--- config.mk ---
export PLATFORM = sky130hd
export DESIGN_NAME = dtt_debug_regs
export DESIGN_NICKNAME = d
export VERILOG_FILES = /design/src/dtt_pkg.sv /design/src/dtt_debug_regs.sv
export VERILOG_INCLUDE_DIRS = /design/src
export SDC_FILE = /design/constraint.sdc
export NUM_CORES = 1
export LEC_CHECK = 0
export ABC_AREA = 1
export BUFFER_PORTS_ARGS = -buffer_cell sky130_fd_sc_hd__clkbuf_2
export CAP_MARGIN = 15
export CORE_UTILIZATION = 45
export CTS_BUF_LIST = sky130_fd_sc_hd__clkbuf_4 sky130_fd_sc_hd__clkbuf_8 sky130_fd_sc_hd__clkbuf_16
export DETAILED_ROUTE_END_ITERATION = 8
export GPL_ROUTABILITY_DRIVEN = 1
export MAX_ROUTING_LAYER = met4
export PLACE_DENSITY = 0.65
export SLEW_MARGIN = 15
export SYNTH_ARGS = -nofsm -noshare
export SYNTH_HDL_FRONTEND = slang
export SYNTH_SLANG_ARGS = --single-unit
--- constraint.sdc ---
create_clock -name clk_i -period 6.9 [get_ports clk_i]
set_input_delay 1.38 -clock clk_i [delete_from_list [all_inputs] [get_ports clk_i]]
set_output_delay 1.38 -clock clk_i [all_outputs]
set_load 0.005 [all_outputs]
--- src/dtt_regs.svh ---
// register indices, control field positions and reset values of the
// debug trace/trigger register block; definitions only
`ifndef DTT_REGS_SVH
`define DTT_REGS_SVH

// register indices on the cpu register port
`define DTT_IDX_CMP_A_HIGH   4'h0
`define DTT_IDX_CMP_A_LOW    4'h1
`define DTT_IDX_CMP_B_HIGH   4'h2
`define DTT_IDX_CMP_B_LOW    4'h3
`define DTT_IDX_FIFO_HIGH    4'h4
`define DTT_IDX_FIFO_LOW     4'h5
`define DTT_IDX_CONTROL      4'h6
// host-only force reset register index on the background port
`define DTT_IDX_FORCE_RESET  4'h9

// debug_control field positions
`define DTT_CTL_ENABLE       7
`define DTT_CTL_ARM          6
`define DTT_CTL_TAG          5
`define DTT_CTL_BRK_EN       4
`define DTT_CTL_DIR_A        3
`define DTT_CTL_DIR_QUAL_A   2
`define DTT_CTL_DIR_B        1
`define DTT_CTL_DIR_QUAL_B   0
// force_reset_bit position
`define DTT_FRC_BIT          0

// reset values
`define DTT_RST_CMP          8'h00
`define DTT_RST_CONTROL      8'h00
`define DTT_READ_ZERO        8'h00

`endif

--- src/dtt_pkg.sv ---
// types shared by the debug trace/trigger register block
// assumes the constants come from dtt_regs.svh
package dtt_pkg;

    // one cpu bus cycle as seen by the comparators
    typedef struct packed {
        logic        valid;  // a bus cycle occurs this clock
        logic        rd;     // 1 read, 0 write
        logic [15:0] addr;   // cpu address
        logic [7:0]  data;   // data byte of the cycle
    } dtt_bus_s;

    // one register access request
    typedef struct packed {
        logic       rd;      // read strobe, one cycle
        logic       wr;      // write strobe, one cycle
        logic [3:0] idx;     // register index
        logic [7:0] wdata;   // write data
    } dtt_reg_req_s;

    // run phase of the capture logic
    typedef enum logic [1:0] {
        DTT_IDLE    = 2'b00,
        DTT_WAITING = 2'b01,
        DTT_FILLING = 2'b10
    } dtt_phase_e;

endpackage

--- src/dtt_debug_regs.sv ---
// debug comparator, trace fifo and control register block of an 8-bit mcu
// assumes one bus clock, synchronous reset from the mcu reset, and that
// trigger mode and begin/end selection arrive as levels from outside
// Contract
// - force reset: host-only writes, reads zero
// - host writes bit0 one: full reset
// - comparators reset zero, written only unarmed
// - nine debug bytes in normal map; the cpu map here has seven (indices 0 to 6)
// - fifo high read-only; zero in event-only
// - high read never advances fifo
// - low read-only; every unarmed read shifts fifo
// - event-only stores bytes in low half
// - armed low reads do not advance
// - unarmed low read stores opcode address last
// - eight deep: ninth read sees first
// - control register always readable and writable
// - bit7 enables; cannot set while secured
// - bit6 arms; run end clears it
// - bit5 selects force or tag break
// - bit4 breaks: trigger or fifo full
// - bits2/3 qualify comparator a direction
// - bits0/1 qualify comparator b direction
// - run ends at full or trigger
// - count clears at arm, never decrements
`include "dtt_regs.svh"

module dtt_debug_regs #(
    parameter int DEPTH = 8  // trace fifo words
) (
    // clock and reset
    input  wire logic                 clk_i,
    input  wire logic                 rst_n_i,
    // cpu register port
    input  wire dtt_pkg::dtt_reg_req_s cpu_req_i,
    output logic [7:0]                cpu_rdata_o,
    // background debug host write port
    input  wire dtt_pkg::dtt_reg_req_s host_req_i,
    output logic                      force_reset_o,
    // mcu state and bus observation
    input  wire logic                 secure_i,
    input  wire dtt_pkg::dtt_bus_s    bus_i,
    input  wire logic                 cof_valid_i,
    input  wire logic [15:0]          cof_addr_i,
    input  wire logic [15:0]          opcode_addr_i,
    // trigger setup held elsewhere
    input  wire logic                 begin_trace_i,
    input  wire logic                 event_only_i,
    input  wire logic                 trig_use_b_i,
    // status and break outputs
    output logic                      armed_o,
    output logic [3:0]                count_o,
    output logic                      match_a_o,
    output logic                      match_b_o,
    output logic                      brk_req_o,
    output logic                      brk_tag_o
);

    // the shift chain and the 4-bit count are built for exactly eight words
    if (DEPTH != 8) begin : g_depth_check
        $error("dtt_debug_regs: DEPTH must be 8");
    end

    logic [7:0]  cmp_a_high_reg;            // comparator a, high byte
    logic [7:0]  cmp_a_low_reg;             // comparator a, low byte
    logic [7:0]  cmp_b_high_reg;            // comparator b, high byte
    logic [7:0]  cmp_b_low_reg;             // comparator b, low byte
    logic [7:0]  control_reg;               // debug_control
    logic [15:0] fifo_reg [DEPTH];          // entry 0 is the head
    logic [3:0]  count_reg;                 // valid words this run
    dtt_pkg::dtt_phase_e phase_reg;         // capture phase
    logic        cpu_wr_ctl;                // cpu writes control
    logic        cpu_wr_cmp;                // cpu write while unarmed
    logic        pop;                       // fifo low read, unarmed
    logic        trigger;                   // trigger event this cycle
    logic        push;                      // capture one word
    logic [15:0] push_word;                 // word captured
    logic        fills;                     // push makes the fifo full
    logic        run_end;                   // run completes this cycle
    logic        arm_bit;                   // shorthand of control arm
    logic        end_trace;                 // end trace in effect

    assign arm_bit    = control_reg[`DTT_CTL_ARM];
    assign end_trace  = !begin_trace_i && !event_only_i;
    assign cpu_wr_ctl = cpu_req_i.wr && cpu_req_i.idx == `DTT_IDX_CONTROL;
    assign cpu_wr_cmp = cpu_req_i.wr && !arm_bit;

    // comparators: address equal and, when qualified, direction equal
    assign match_a_o = bus_i.valid && bus_i.addr == {cmp_a_high_reg, cmp_a_low_reg}
        && (!control_reg[`DTT_CTL_DIR_QUAL_A]
            || bus_i.rd == control_reg[`DTT_CTL_DIR_A]);
    assign match_b_o = bus_i.valid && bus_i.addr == {cmp_b_high_reg, cmp_b_low_reg}
        && (!control_reg[`DTT_CTL_DIR_QUAL_B]
            || bus_i.rd == control_reg[`DTT_CTL_DIR_B]);

    // trigger: a alone, or a or b when b is selected in
    assign trigger = arm_bit && (match_a_o || (trig_use_b_i && match_b_o));

    // capture: event-only stores data bytes on b, otherwise flow addresses
    always_comb begin
        push      = 1'b0;
        push_word = cof_addr_i;
        if (arm_bit && event_only_i) begin
            push      = match_b_o;
            push_word = {8'h00, bus_i.data};
        end else if (arm_bit && end_trace) begin
            push = cof_valid_i;
        end else if (arm_bit) begin
            // begin trace stores only once triggered
            push = cof_valid_i && (phase_reg == dtt_pkg::DTT_FILLING || trigger);
        end
    end

    assign fills   = push && count_reg == 4'(DEPTH - 1);
    // a run completes at fifo full for begin traces, at trigger for end
    assign run_end = (end_trace && trigger) || (!end_trace && fills);
    assign pop     = cpu_req_i.rd && cpu_req_i.idx == `DTT_IDX_FIFO_LOW
        && !arm_bit;

    // comparator bytes: writable only while not armed
    always_ff @(posedge clk_i) begin
        if (!rst_n_i) begin
            cmp_a_high_reg <= `DTT_RST_CMP;
            cmp_a_low_reg  <= `DTT_RST_CMP;
            cmp_b_high_reg <= `DTT_RST_CMP;
            cmp_b_low_reg  <= `DTT_RST_CMP;
        end else if (cpu_wr_cmp) begin
            unique case (cpu_req_i.idx)
                `DTT_IDX_CMP_A_HIGH: cmp_a_high_reg <= cpu_req_i.wdata;
                `DTT_IDX_CMP_A_LOW:  cmp_a_low_reg  <= cpu_req_i.wdata;
                `DTT_IDX_CMP_B_HIGH: cmp_b_high_reg <= cpu_req_i.wdata;
                `DTT_IDX_CMP_B_LOW:  cmp_b_low_reg  <= cpu_req_i.wdata;
                // fifo bytes ignore writes, others are not here
                default: ;
            endcase
        end
    end

    // control register; software write wins over a run ending together
    always_ff @(posedge clk_i) begin
        if (!rst_n_i) begin
            control_reg <= `DTT_RST_CONTROL;
        end else if (cpu_wr_ctl) begin
            control_reg <= cpu_req_i.wdata;
            // enable cannot be raised while secured, clearing is free
            control_reg[`DTT_CTL_ENABLE] <= cpu_req_i.wdata[`DTT_CTL_ENABLE]
                && (control_reg[`DTT_CTL_ENABLE] || !secure_i);
            // arm only holds with the module enabled
            control_reg[`DTT_CTL_ARM] <= cpu_req_i.wdata[`DTT_CTL_ARM]
                && cpu_req_i.wdata[`DTT_CTL_ENABLE]
                && (control_reg[`DTT_CTL_ENABLE] || !secure_i);
        end else if (run_end) begin
            control_reg[`DTT_CTL_ARM] <= 1'b0;
        end
    end

    // capture phase: a begin trace waits for its trigger, then fills
    always_ff @(posedge clk_i) begin
        if (!rst_n_i) begin
            phase_reg <= dtt_pkg::DTT_IDLE;
        end else if (cpu_wr_ctl || run_end || !arm_bit) begin
            // every run starts over from waiting
            phase_reg <= dtt_pkg::DTT_IDLE;
            if (cpu_wr_ctl && cpu_req_i.wdata[`DTT_CTL_ARM]) begin
                phase_reg <= dtt_pkg::DTT_WAITING;
            end
        end else begin
            unique case (phase_reg)
                dtt_pkg::DTT_IDLE:    phase_reg <= dtt_pkg::DTT_WAITING;
                dtt_pkg::DTT_WAITING: begin
                    if (trigger) begin
                        phase_reg <= dtt_pkg::DTT_FILLING;
                    end
                end
                dtt_pkg::DTT_FILLING: phase_reg <= dtt_pkg::DTT_FILLING;
                default:              phase_reg <= dtt_pkg::DTT_IDLE;
            endcase
        end
    end

    // valid count: cleared at arm, saturates at depth, reads do not touch it
    always_ff @(posedge clk_i) begin
        if (!rst_n_i) begin
            count_reg <= 4'h0;
        end else if (cpu_wr_ctl && cpu_req_i.wdata[`DTT_CTL_ARM]) begin
            count_reg <= 4'h0;
        end else if (push && count_reg != 4'(DEPTH)) begin
            count_reg <= count_reg + 4'h1;
        end
    end

    // fifo as a shift chain: push or pop both move words toward the head,
    // so a circular end trace keeps the newest eight and profiling sees
    // the word it stored eight reads later
    for (genvar i = 0; i < DEPTH; i++) begin : g_fifo
        if (i == DEPTH - 1) begin : g_tail
            // the tail takes the profiling address on a read, else the capture
            always_ff @(posedge clk_i) begin
                if (!rst_n_i) begin
                    fifo_reg[i] <= 16'h0000;
                end else if (push || pop) begin
                    fifo_reg[i] <= pop ? opcode_addr_i : push_word;
                end
            end
        end else begin : g_body
            // every other word moves one place toward the head
            always_ff @(posedge clk_i) begin
                if (!rst_n_i) begin
                    fifo_reg[i] <= 16'h0000;
                end else if (push || pop) begin
                    fifo_reg[i] <= fifo_reg[i + 1];
                end
            end
        end
    end

    // registered read data; high byte read has no side effect
    always_ff @(posedge clk_i) begin
        if (!rst_n_i) begin
            cpu_rdata_o <= `DTT_READ_ZERO;
        end else if (cpu_req_i.rd) begin
            unique case (cpu_req_i.idx)
                `DTT_IDX_CMP_A_HIGH: cpu_rdata_o <= cmp_a_high_reg;
                `DTT_IDX_CMP_A_LOW:  cpu_rdata_o <= cmp_a_low_reg;
                `DTT_IDX_CMP_B_HIGH: cpu_rdata_o <= cmp_b_high_reg;
                `DTT_IDX_CMP_B_LOW:  cpu_rdata_o <= cmp_b_low_reg;
                `DTT_IDX_FIFO_HIGH:  cpu_rdata_o <= event_only_i
                    ? `DTT_READ_ZERO : fifo_reg[0][15:8];
                `DTT_IDX_FIFO_LOW:   cpu_rdata_o <= fifo_reg[0][7:0];
                `DTT_IDX_CONTROL:    cpu_rdata_o <= control_reg;
                // force reset and unmapped indices read zero
                default:             cpu_rdata_o <= `DTT_READ_ZERO;
            endcase
        end
    end

    // force reset: only the background host port reaches it
    always_ff @(posedge clk_i) begin
        if (!rst_n_i) begin
            force_reset_o <= 1'b0;
        end else begin
            force_reset_o <= host_req_i.wr
                && host_req_i.idx == `DTT_IDX_FORCE_RESET
                && host_req_i.wdata[`DTT_FRC_BIT];
        end
    end

    // break request: end trace at trigger, begin trace when full
    always_ff @(posedge clk_i) begin
        if (!rst_n_i) begin
            brk_req_o <= 1'b0;
            brk_tag_o <= 1'b0;
        end else begin
            brk_req_o <= control_reg[`DTT_CTL_BRK_EN]
                && ((end_trace && trigger) || (!end_trace && fills));
            brk_tag_o <= control_reg[`DTT_CTL_TAG];
        end
    end

    assign armed_o = arm_bit;
    assign count_o = count_reg;

    // ---- assertions ----
    frc_reset_host_a: assert property (@(posedge clk_i) disable iff (!rst_n_i)
        host_req_i.wr && host_req_i.idx == `DTT_IDX_FORCE_RESET
        && host_req_i.wdata[0] |=> force_reset_o)
        else $error("host force reset write did not reset");

    frc_cpu_ignored_a: assert property (@(posedge clk_i) disable iff (!rst_n_i)
        !host_req_i.wr |=> !force_reset_o)
        else $error("force reset without host write");

    cmp_write_lock_a: assert property (@(posedge clk_i) disable iff (!rst_n_i)
        arm_bit
        |=> $stable({cmp_a_high_reg, cmp_a_low_reg, cmp_b_high_reg, cmp_b_low_reg}))
        else $error("comparator changed while armed");

    fifo_high_zero_a: assert property (@(posedge clk_i) disable iff (!rst_n_i)
        cpu_req_i.rd && cpu_req_i.idx == `DTT_IDX_FIFO_HIGH && event_only_i
        |=> cpu_rdata_o == 8'h00)
        else $error("fifo high nonzero in event-only mode");

    fifo_armed_hold_a: assert property (@(posedge clk_i) disable iff (!rst_n_i)
        arm_bit && !push |=> fifo_reg[0] == $past(fifo_reg[0]))
        else $error("fifo advanced on armed read");

    fifo_profile_a: assert property (@(posedge clk_i) disable iff (!rst_n_i)
        pop |=> fifo_reg[DEPTH - 1] == $past(opcode_addr_i))
        else $error("profiling read did not store opcode address");

    secure_enable_a: assert property (@(posedge clk_i) disable iff (!rst_n_i)
        secure_i && !control_reg[7] |=> !control_reg[7])
        else $error("enable set while secured");

    run_end_clear_a: assert property (@(posedge clk_i) disable iff (!rst_n_i)
        run_end && !cpu_wr_ctl |=> !arm_bit)
        else $error("arm not cleared at run end");

    count_no_dec_a: assert property (@(posedge clk_i) disable iff (!rst_n_i)
        !(cpu_wr_ctl && cpu_req_i.wdata[6]) |=> count_reg >= $past(count_reg))
        else $error("valid count decremented");

    break_end_a: assert property (@(posedge clk_i) disable iff (!rst_n_i)
        control_reg[`DTT_CTL_BRK_EN] && end_trace && trigger
        |=> brk_req_o && brk_tag_o == $past(control_reg[`DTT_CTL_TAG]))
        else $error("end trace break missing");

    match_dir_a: assert property (@(posedge clk_i) disable iff (!rst_n_i)
        match_a_o && control_reg[2] |-> bus_i.rd == control_reg[3])
        else $error("comparator a ignored direction");

    // comparator b honours its direction qualifier
    match_dir_b_a: assert property (@(posedge clk_i) disable iff (!rst_n_i)
        match_b_o && control_reg[`DTT_CTL_DIR_QUAL_B]
        |-> bus_i.rd == control_reg[`DTT_CTL_DIR_B])
        else $error("comparator b ignored direction");

    // a high byte read leaves the head word where it is
    fifo_high_hold_a: assert property (@(posedge clk_i) disable iff (!rst_n_i)
        cpu_req_i.rd && cpu_req_i.idx == `DTT_IDX_FIFO_HIGH && !push
        |=> fifo_reg[0] == $past(fifo_reg[0]))
        else $error("fifo advanced on high byte read");

    // an unarmed low byte read brings the next word to the head
    fifo_pop_shift_a: assert property (@(posedge clk_i) disable iff (!rst_n_i)
        pop |=> fifo_reg[0] == $past(fifo_reg[1]))
        else $error("fifo did not advance on low byte read");

    // a begin trace breaks when its last word lands
    break_begin_a: assert property (@(posedge clk_i) disable iff (!rst_n_i)
        control_reg[`DTT_CTL_BRK_EN] && !end_trace && fills |=> brk_req_o)
        else $error("begin trace break missing");

    // arming starts the count over
    count_clear_a: assert property (@(posedge clk_i) disable iff (!rst_n_i)
        cpu_wr_ctl && cpu_req_i.wdata[`DTT_CTL_ARM] |=> count_reg == 4'h0)
        else $error("valid count not cleared at arm");

    // the count never passes the fifo depth
    count_ceiling_a: assert property (@(posedge clk_i) disable iff (!rst_n_i)
        count_reg <= 4'(DEPTH))
        else $error("valid count above depth");

    // the low control bits follow every write, armed or not
    ctl_write_a: assert property (@(posedge clk_i) disable iff (!rst_n_i)
        cpu_wr_ctl |=> control_reg[5:0] == $past(cpu_req_i.wdata[5:0]))
        else $error("control write not taken");

    // a run can only be armed inside an enabled module
    arm_enable_a: assert property (@(posedge clk_i) disable iff (!rst_n_i)
        arm_bit |-> control_reg[`DTT_CTL_ENABLE])
        else $error("armed without enable");

endmodule // dtt_debug_regs

== Word-level counts from Yosys, hierarchy flattened ==
Memory sizes are Yosys's and may differ from the RTL's.
Cells that the tools add are included.

* $add $sub $neg: 1
* Multiply operators: 0
* Div/mod/pow operators: 0
* $lt $le $gt $ge: 0
* Equality and inequality tests: 16
* Shift-type cells: 0
* Mux-type cells: 25
* Bitwise logic cells: 9
* Reduce and logical (&&, ||, !) cells: 49

{| class="wikitable"
|+ Operators with widths
! operator !! number
|-
| $mux 16 || 10
|-
| $pmux 8 s7 || 1
|-
| $eq 16x16->1 || 2
|-
| $logic_and 1x1->1 || 25
|-
| $eq 4x3->1 const B || 4
|-
| $mux 1 || 10
|-
| $logic_or 1x1->1 || 9
|-
| $eq 4x2->1 const B || 2
|-
| $mux 8 || 1
|-
| $or 1x1->1 || 8
|-
| $reduce_and 2->1 || 4
|-
| $logic_not 1->1 || 7
|-
| $pmux 2 s3 || 1
|-
| $add 4x1->4 const B || 1
|-
| $eq 4x1->1 const B || 1
|-
| $eq 4x4->1 const B || 1
|-
| $logic_not 4->1 || 1
|-
| $mux 2 || 2
|-
| $ne 4x4->1 const B || 1
|-
| $ne 3x3->1 const B || 1
|-
| $eq 1x1->1 || 2
|-
| $eq 2x1->1 const B || 1
|-
| $eq 2x2->1 const B || 1
|-
| $logic_not 2->1 || 1
|-
| 3 further kinds || 3
|}

* Register bits: 57
* Latch bits: 0
* RAM bits: 128
* ROM bits: 0
* Output and inout bits: 18
* Logic and storage cells: 113
* Memories: 1

{| class="wikitable"
|+ Memories
! memory !! words !! bits a word !! rd ports !! clocked after memory_dff !! wr ports !! RTL line !! text
|-
| fifo_reg || 8 || 16 || 8 || 0 || 8 || dtt_debug_regs.sv:68 || <nowiki>logic [15:0] fifo_reg [DEPTH];</nowiki>
|}

== Logic depth before layout (Yosys ltp) ==
Gate-level depths: netlist of run 1.

* Depth after elaboration: 17
* Mapped depth: 17
* Mapped depth without buffers: 17

== Worst setup path before layout of run 1 ==
Ideal clock, no wire load.

* Kind: input to register
* From: in cpu_req_i[13] (netlist name)
* To: mem fifo_reg[0][0], enable pin
* Setup time: 1693 ps
* Data arrival time: 5625 ps
* Required time: 5207 ps
* Slack: -419 ps
* Stages: 6
* Path buffers: 2
* Path through: buf_2 inv_2 nor3_4 inv_2 clkbuf_1 nand4_1

{| class="wikitable"
|+ RTL lines
! item !! RTL line !! text
|-
| start, declared || dtt_debug_regs.sv:34 || <nowiki>input wire dtt_pkg::dtt_reg_req_s cpu_req_i,</nowiki>
|-
| end, declared || dtt_debug_regs.sv:68 ||
|}

== Final worst setup path of run 1 ==
* From: in bus_i[9] (netlist name)
* To: out match_b_o

* Word-level cells in the longest chain between the ends: 3

{| class="wikitable"
|+ RTL lines
! item !! RTL line !! text
|-
| start, declared || dtt_debug_regs.sv:41 || <nowiki>input wire dtt_pkg::dtt_bus_s bus_i,</nowiki>
|-
| $eq 16x16->1 || dtt_debug_regs.sv:91 || <nowiki>assign match_b_o = bus_i.valid && bus_i.addr == {cmp_b_high_reg, cmp_b_low_reg}</nowiki>
|-
| $logic_and 1x1->1 (2 in a row) || dtt_debug_regs.sv:91 ||
|-
| end, declared || dtt_debug_regs.sv:53 || <nowiki>output logic match_b_o,</nowiki>
|}

Every way passes these cells.

==> results of run 1 <==
-- power groups by stage --
stage | Sequential (W) | Combinational [W] | Clock [W]
floorplan | 0.00126 | 0.000100 | 0
detailed placement | 0.00126 | 0.000159 | 0
global route | 0.00124 | 0.000178 | 0.00109
finish | 0.00123 | 0.000159 | 0.00103
global placement | 0.00126 | 0.000158 | 0
CTS | 0.00123 | 0.000160 | 0.00105
-- layout make-up --
type	instances	area [µm²]	share of cell area, %
Clock buffer	17	425	4.01
Clock inverter	15	194	1.83
Inverter	201	762	7.18
Multi-Input combinational cell	564	3330	31.3
Sequential cell	185	4980	46.9
Tap cell	270	338	3.18
Timing Repair Buffer	109	588	5.54
-- cell families (layout without fill, tap and decap cells) --
| group | Yosys count | in the layout | synth area share, % |
|---|---|---|---|
| flops | 185 | 185 | 53.1 |
| simple gates | 401 | 401 | 25.3 |
| xor+xnor | 5 | 5 | 0.467 |
| buf+inv | 230 | 342 | 11.5 |
| mux | 1 | 1 | 0.107 |
| compound gates | 152 | 152 | 8.89 |
| fa+ha+maj | 5 | 5 | 0.666 |
-- cells in the mapped netlist (9+ instances only) --
cell / instances / area share, %
edfxtp_1: 128 / 41
a21oi_1: 64 / 3.4
dfxtp_1: 57 / 12
buf_12: 11 / 2.3
inv_1: 194 / 7.8
nand3_1: 25 / 1.3
clkbuf_1: 12 / 0.48
nor2_1: 92 / 3.7
o21ai_0: 62 / 3.3
nand2_1: 154 / 6.2
nand4_1: 13 / 0.87
o22ai_1: 9 / 0.60
nor2_4: 100 / 12
-- stage by stage --
stage	instance area, µm²	total power (W)
6_report	10600	0.00242
5_1_grt	10600	0.00250
4_1_cts	10600	0.00244
3_5_place_dp	10000	0.00142
3_3_place_gp	10000	0.00141
2_1_floorplan	9400	0.00136
-- routing by layer --
layer  track usage, %  vias to the layer above  part of all wire, %
li1                 -                     3313                    -
met1             25.8                     3010                   44
met2             31.8                      220                   47
met3             4.28                       35                  6.9
met4             7.19                        0                  2.3
met5                -                        -                    0
-- worst max-delay path: cells and delay by family --
family,cells,cell delay [ns]
and+or+nand+nor,6,0.84
buffers and inverters,3,0.36
-- final timing paths --
path / to / start / slack (ns)
setup / recovery: match_b_o / bus_i[9] / 2.93
hold / removal: brk_tag_o / control_reg[5] / 0.42
setup reg to reg: fifo_reg[0][10] / control_reg[6] / 3.48
hold reg to reg: brk_tag_o / control_reg[5] / 0.42
==> results.sh, run 1 <==
export IMPL_status="completed"
export IMPL_wirelength_um=20000
export IMPL_critPathMaxStageDelay_ns=0.36
export IMPL_htree_levels=4
export IMPL_synth_seq_cells=185
export IMPL_start_util_pct=46.1
export IMPL_synth_seq_area_share_pct=53.1
export IMPL_cts_sinks=185
export IMPL_pwr_share_clk_pct=42.5
export IMPL_critPathRequiredTime_ns=5.52
export IMPL_hold_slack_ns=0.420
export IMPL_relSlewSlack_pct=25.2
export IMPL_finalWorstSetupSlack_ns=2.93
export IMPL_drive_above_1_share_pct=23.5
export IMPL_cts_max_path_buffers=2
export IMPL_ys_warn_count=0
export IMPL_clock_root_buffer="clkbuf_16"
export IMPL_gr_usage_all_layers_pct=20.2
export IMPL_grt_remaining_overflow=0
export IMPL_layout_commonest_cell="inv_1"
export IMPL_critPathKind="in -> out"
export IMPL_rsz0062_at_grt="false"
export IMPL_final_util_pct=52.1
export IMPL_fillers=1866
export IMPL_mostFrequentLayoutCells="inv_1, nand2_1, edfxtp_1"
export IMPL_timing_final_hold_violations=0
export IMPL_tightest_slew_ns=1.12
export IMPL_nets=1176
export IMPL_rr_worst_depth=7
export IMPL_num_antenna_cells=0
export IMPL_place_inst=1329
export IMPL_antenna_found_initial=0
export IMPL_drtPass1Iterations=6
export IMPL_fp_row_count=52
export IMPL_path_cells="clkbuf_2 > inv_1 > nand2_1 > nand2_1 > nor2_1 > nand2_1 > nor2_1 > and3_1 > clkbuf_2"
export IMPL_grt_pass1_vias=6032
export IMPL_drv_slew=0
export IMPL_num_vias=6578
export IMPL_synthCells=979
export IMPL_fin_crit_ns=3.97
export IMPL_post_cts_resized=0
export IMPL_synthToLayoutAreaGrowth_pct=13.1
export IMPL_crit_path_top_delay_cell="and3_1"
export IMPL_core_um2=20400
export IMPL_max_freq_mhz=252
export IMPL_finalSetupViolations=0
export IMPL_synth_main_ff_cell="edfxtp_1"
export IMPL_max_cap_violations=0
export IMPL_io_buffer_count=102
export IMPL_cp_end_kind="output port"
export IMPL_swShare_pct=24.6
export IMPL_place_ws_ns=2.50
export IMPL_worst_hold_path_type="reg -> reg"
export IMPL_gpl_final_weighted_congestion=0.930
export IMPL_grt_pass1_wl_um=31900
export IMPL_dp_hpwl_um=14700
export IMPL_async_flop_share_pct=0
export IMPL_total_leakage_power_nw=4.26
export IMPL_grt_max_degree=91
export IMPL_power_density_nw_per_um2=228
export IMPL_cp_max_fo=4
export IMPL_largest_register_ffs=128
export IMPL_syn_mean_instance_area_um2=9.59
export IMPL_finalCritPeriodShare_pct=57.5
export IMPL_cts_reportedPaths_clkPinSlew_ns=0.07
export IMPL_insertion_delay_ns=0.44
export IMPL_cts_made_buffers=17
export IMPL_pwr_share_comb_pct=6.6
export IMPL_crit_arrival_ns=2.59
export IMPL_switchingPower_w=0.000595
export IMPL_skew_ns=0.0171
export IMPL_ctsHoldBuffers=0
export IMPL_die_area_um2=21400
export IMPL_synth_area_um2=9390
export IMPL_wl_per_cell_um=14.7
export IMPL_crit_top_cell="nand2_1"
export IMPL_seq_power_share_pct=50.9
export IMPL_cts_setup_buffers=0
export IMPL_ir_drop_mv=0.159
export IMPL_cts_tree="done"
export IMPL_synth_edf_count=128
export IMPL_tns_ns=0
export IMPL_drt_initial_drc_count=478
export IMPL_io_pins=111
export IMPL_p_int_w=0.00182
export IMPL_finalNonFillerCells=1361
export IMPL_drc=0
export IMPL_die_height_um=146
export IMPL_synth_nets=1077
export IMPL_ant_nets=0
export IMPL_synth_cell_types=38
export IMPL_die_w_um=146
export IMPL_startpoint_type="input port"
export IMPL_hold_depth=2
export IMPL_routed_via_density=4.83
No activity file was read; power rests on OpenSTA's default activity.
==> inputs of run 2 (changes only) <==
Clock period 6.9 ns to 3.35 ns, I/O delays scaled along.
==> results.sh, run 2 (synthesis gave the netlist of run 1 again) <==
export IMPL_stdcell_area_um2=10700
export IMPL_die_w_um=146
export IMPL_timing_final_hold_violations=0
export IMPL_drive_above_1_share_pct=24.2
export IMPL_grt_remaining_overflow=0
export IMPL_crit_arrival_ns=1.85
export IMPL_cts_tree="done"
export IMPL_fin_crit_ns=2.52
export IMPL_insertion_delay_ns=0.45
export IMPL_gpl_final_weighted_congestion=0.942
export IMPL_worst_hold_path_type="in -> reg"
export IMPL_mostFrequentLayoutCells="inv_1, nand2_1, edfxtp_1"
export IMPL_max_freq_mhz=397
export IMPL_critPathRequiredTime_ns=2.68
export IMPL_place_ws_ns=0.467
export IMPL_relSlewSlack_pct=60.3
export IMPL_ir_drop_mv=0.333
export IMPL_rsz0062_at_grt="false"
export IMPL_die_area_um2=21400
export IMPL_grt_pass1_vias=6282
export IMPL_ant_nets=0
export IMPL_cts_reportedPaths_clkPinSlew_ns=0.08
export IMPL_cp_max_fo=4
export IMPL_io_pins=111
export IMPL_core_um2=20400
export IMPL_cp_end_kind="output port"
export IMPL_die_height_um=146
export IMPL_start_util_pct=46.1
export IMPL_drtPass1Iterations=5
export IMPL_synthToLayoutAreaGrowth_pct=14.4
export IMPL_wirelength_um=20100
export IMPL_fillers=1867
export IMPL_max_cap_violations=0
export IMPL_dp_hpwl_um=15100
export IMPL_critPathMaxStageDelay_ns=0.33
export IMPL_num_antenna_cells=0
export IMPL_finalNonFillerCells=1373
export IMPL_finalWorstSetupSlack_ns=0.832
export IMPL_skew_ns=0.0325
export IMPL_cts_sinks=185
export IMPL_critPathBufInv=3
export IMPL_gr_usage_all_layers_pct=20.6
export IMPL_nets=1188
export IMPL_startpoint_type="input port"
export IMPL_finalSetupViolations=0
export IMPL_num_vias=6647
export IMPL_wl_per_cell_um=14.6
export IMPL_power_density_nw_per_um2=450
export IMPL_htree_levels=4
export IMPL_total_leakage_power_nw=4.33
export IMPL_layout_commonest_cell="inv_1"
export IMPL_finalCritPeriodShare_pct=75.2
export IMPL_clock_root_buffer="clkbuf_16"
export IMPL_routed_via_density=4.84
export IMPL_placed_cell_area_um2=10200
export IMPL_grt_pass1_wl_um=32400
export IMPL_io_buffer_count=102
export IMPL_status="completed"
export IMPL_critPathKind="in -> out"
export IMPL_crit_top_cell="nand2_1"
export IMPL_antenna_found_initial=0
export IMPL_cts_max_path_buffers=2
export IMPL_ctsHoldBuffers=0
export IMPL_tightest_slew_ns=0.594
export IMPL_fp_row_count=52
export IMPL_crit_path_top_delay_cell="and3_1"
export IMPL_place_inst=1341
export IMPL_drv_slew=0
export IMPL_largest_register_ffs=128
export IMPL_path_cells="clkbuf_2 > inv_1 > nand2_1 > nand2_1 > nor2_1 > nand2_1 > nor2_1 > and3_1 > clkbuf_2"
export IMPL_cp_top_family="simple AND/OR/NAND/NOR gates"
export IMPL_cts_made_buffers=17
export IMPL_cts_setup_buffers=0
export IMPL_drt_initial_drc_count=406
export IMPL_grt_max_degree=48
export IMPL_post_cts_resized=0
export IMPL_drc=0
[run 2: layer usage]
metal / share of wire (%) / vias up / wire length (µm) / global-route usage, %
met5: 0 / - / 0 / -
li1: - / 3341 / - / -
met4: 1.6 / 0 / 331 / 6.93
met1: 43 / 3098 / 8730 / 25.9
met3: 5.9 / 29 / 1190 / 4.25
met2: 49 / 179 / 9830 / 33.0
[run 2: final timing paths]
| path | start | end | slack, ns | cells past startpoint |
|---|---|---|---|---|
| setup / recovery | bus_i[9] | match_b_o | 0.83 | 9 |
| hold / removal | host_req_i[10] | force_reset_o | 0.39 | 2 |
| setup reg to reg | cmp_a_low_reg[6] | fifo_reg[1][63] | 0.91 | 15 |
| hold reg to reg | control_reg[5] | brk_tag_o | 0.42 | 2 |
[run 2: through the flow]
step	util, %	total power, W	TNS (ns)	hold slack (ns)
floorplan	-	0.00280	-407.11	0.407
global placement	49.9	0.00292	0	0.417
detailed placement	49.9	0.00293	0	0.414
CTS	52.7	0.00488	0	0.371
global route	52.7	0.00502	0	0.391
finish	52.7	0.00483	0	0.387
[run 2: where the power goes]
group          switching (W)  internal [W]  leakage, nW  total [W]
clock               0.000962      0.000994        0.282    0.00196
combinational       0.000232      0.000111         2.26   0.000343
sequential         0.0000244       0.00251         1.79    0.00253
[run 2: final cells by class]
class,count,area [µm²],share of cell area (%)
Clock buffer,17,425,3.96
Clock inverter,15,149,1.39
Timing Repair Buffer,121,753,7.01
Tap cell,270,338,3.15
Multi-Input combinational cell,564,3330,31.0
Sequential cell,185,4980,46.4
Inverter,201,762,7.10
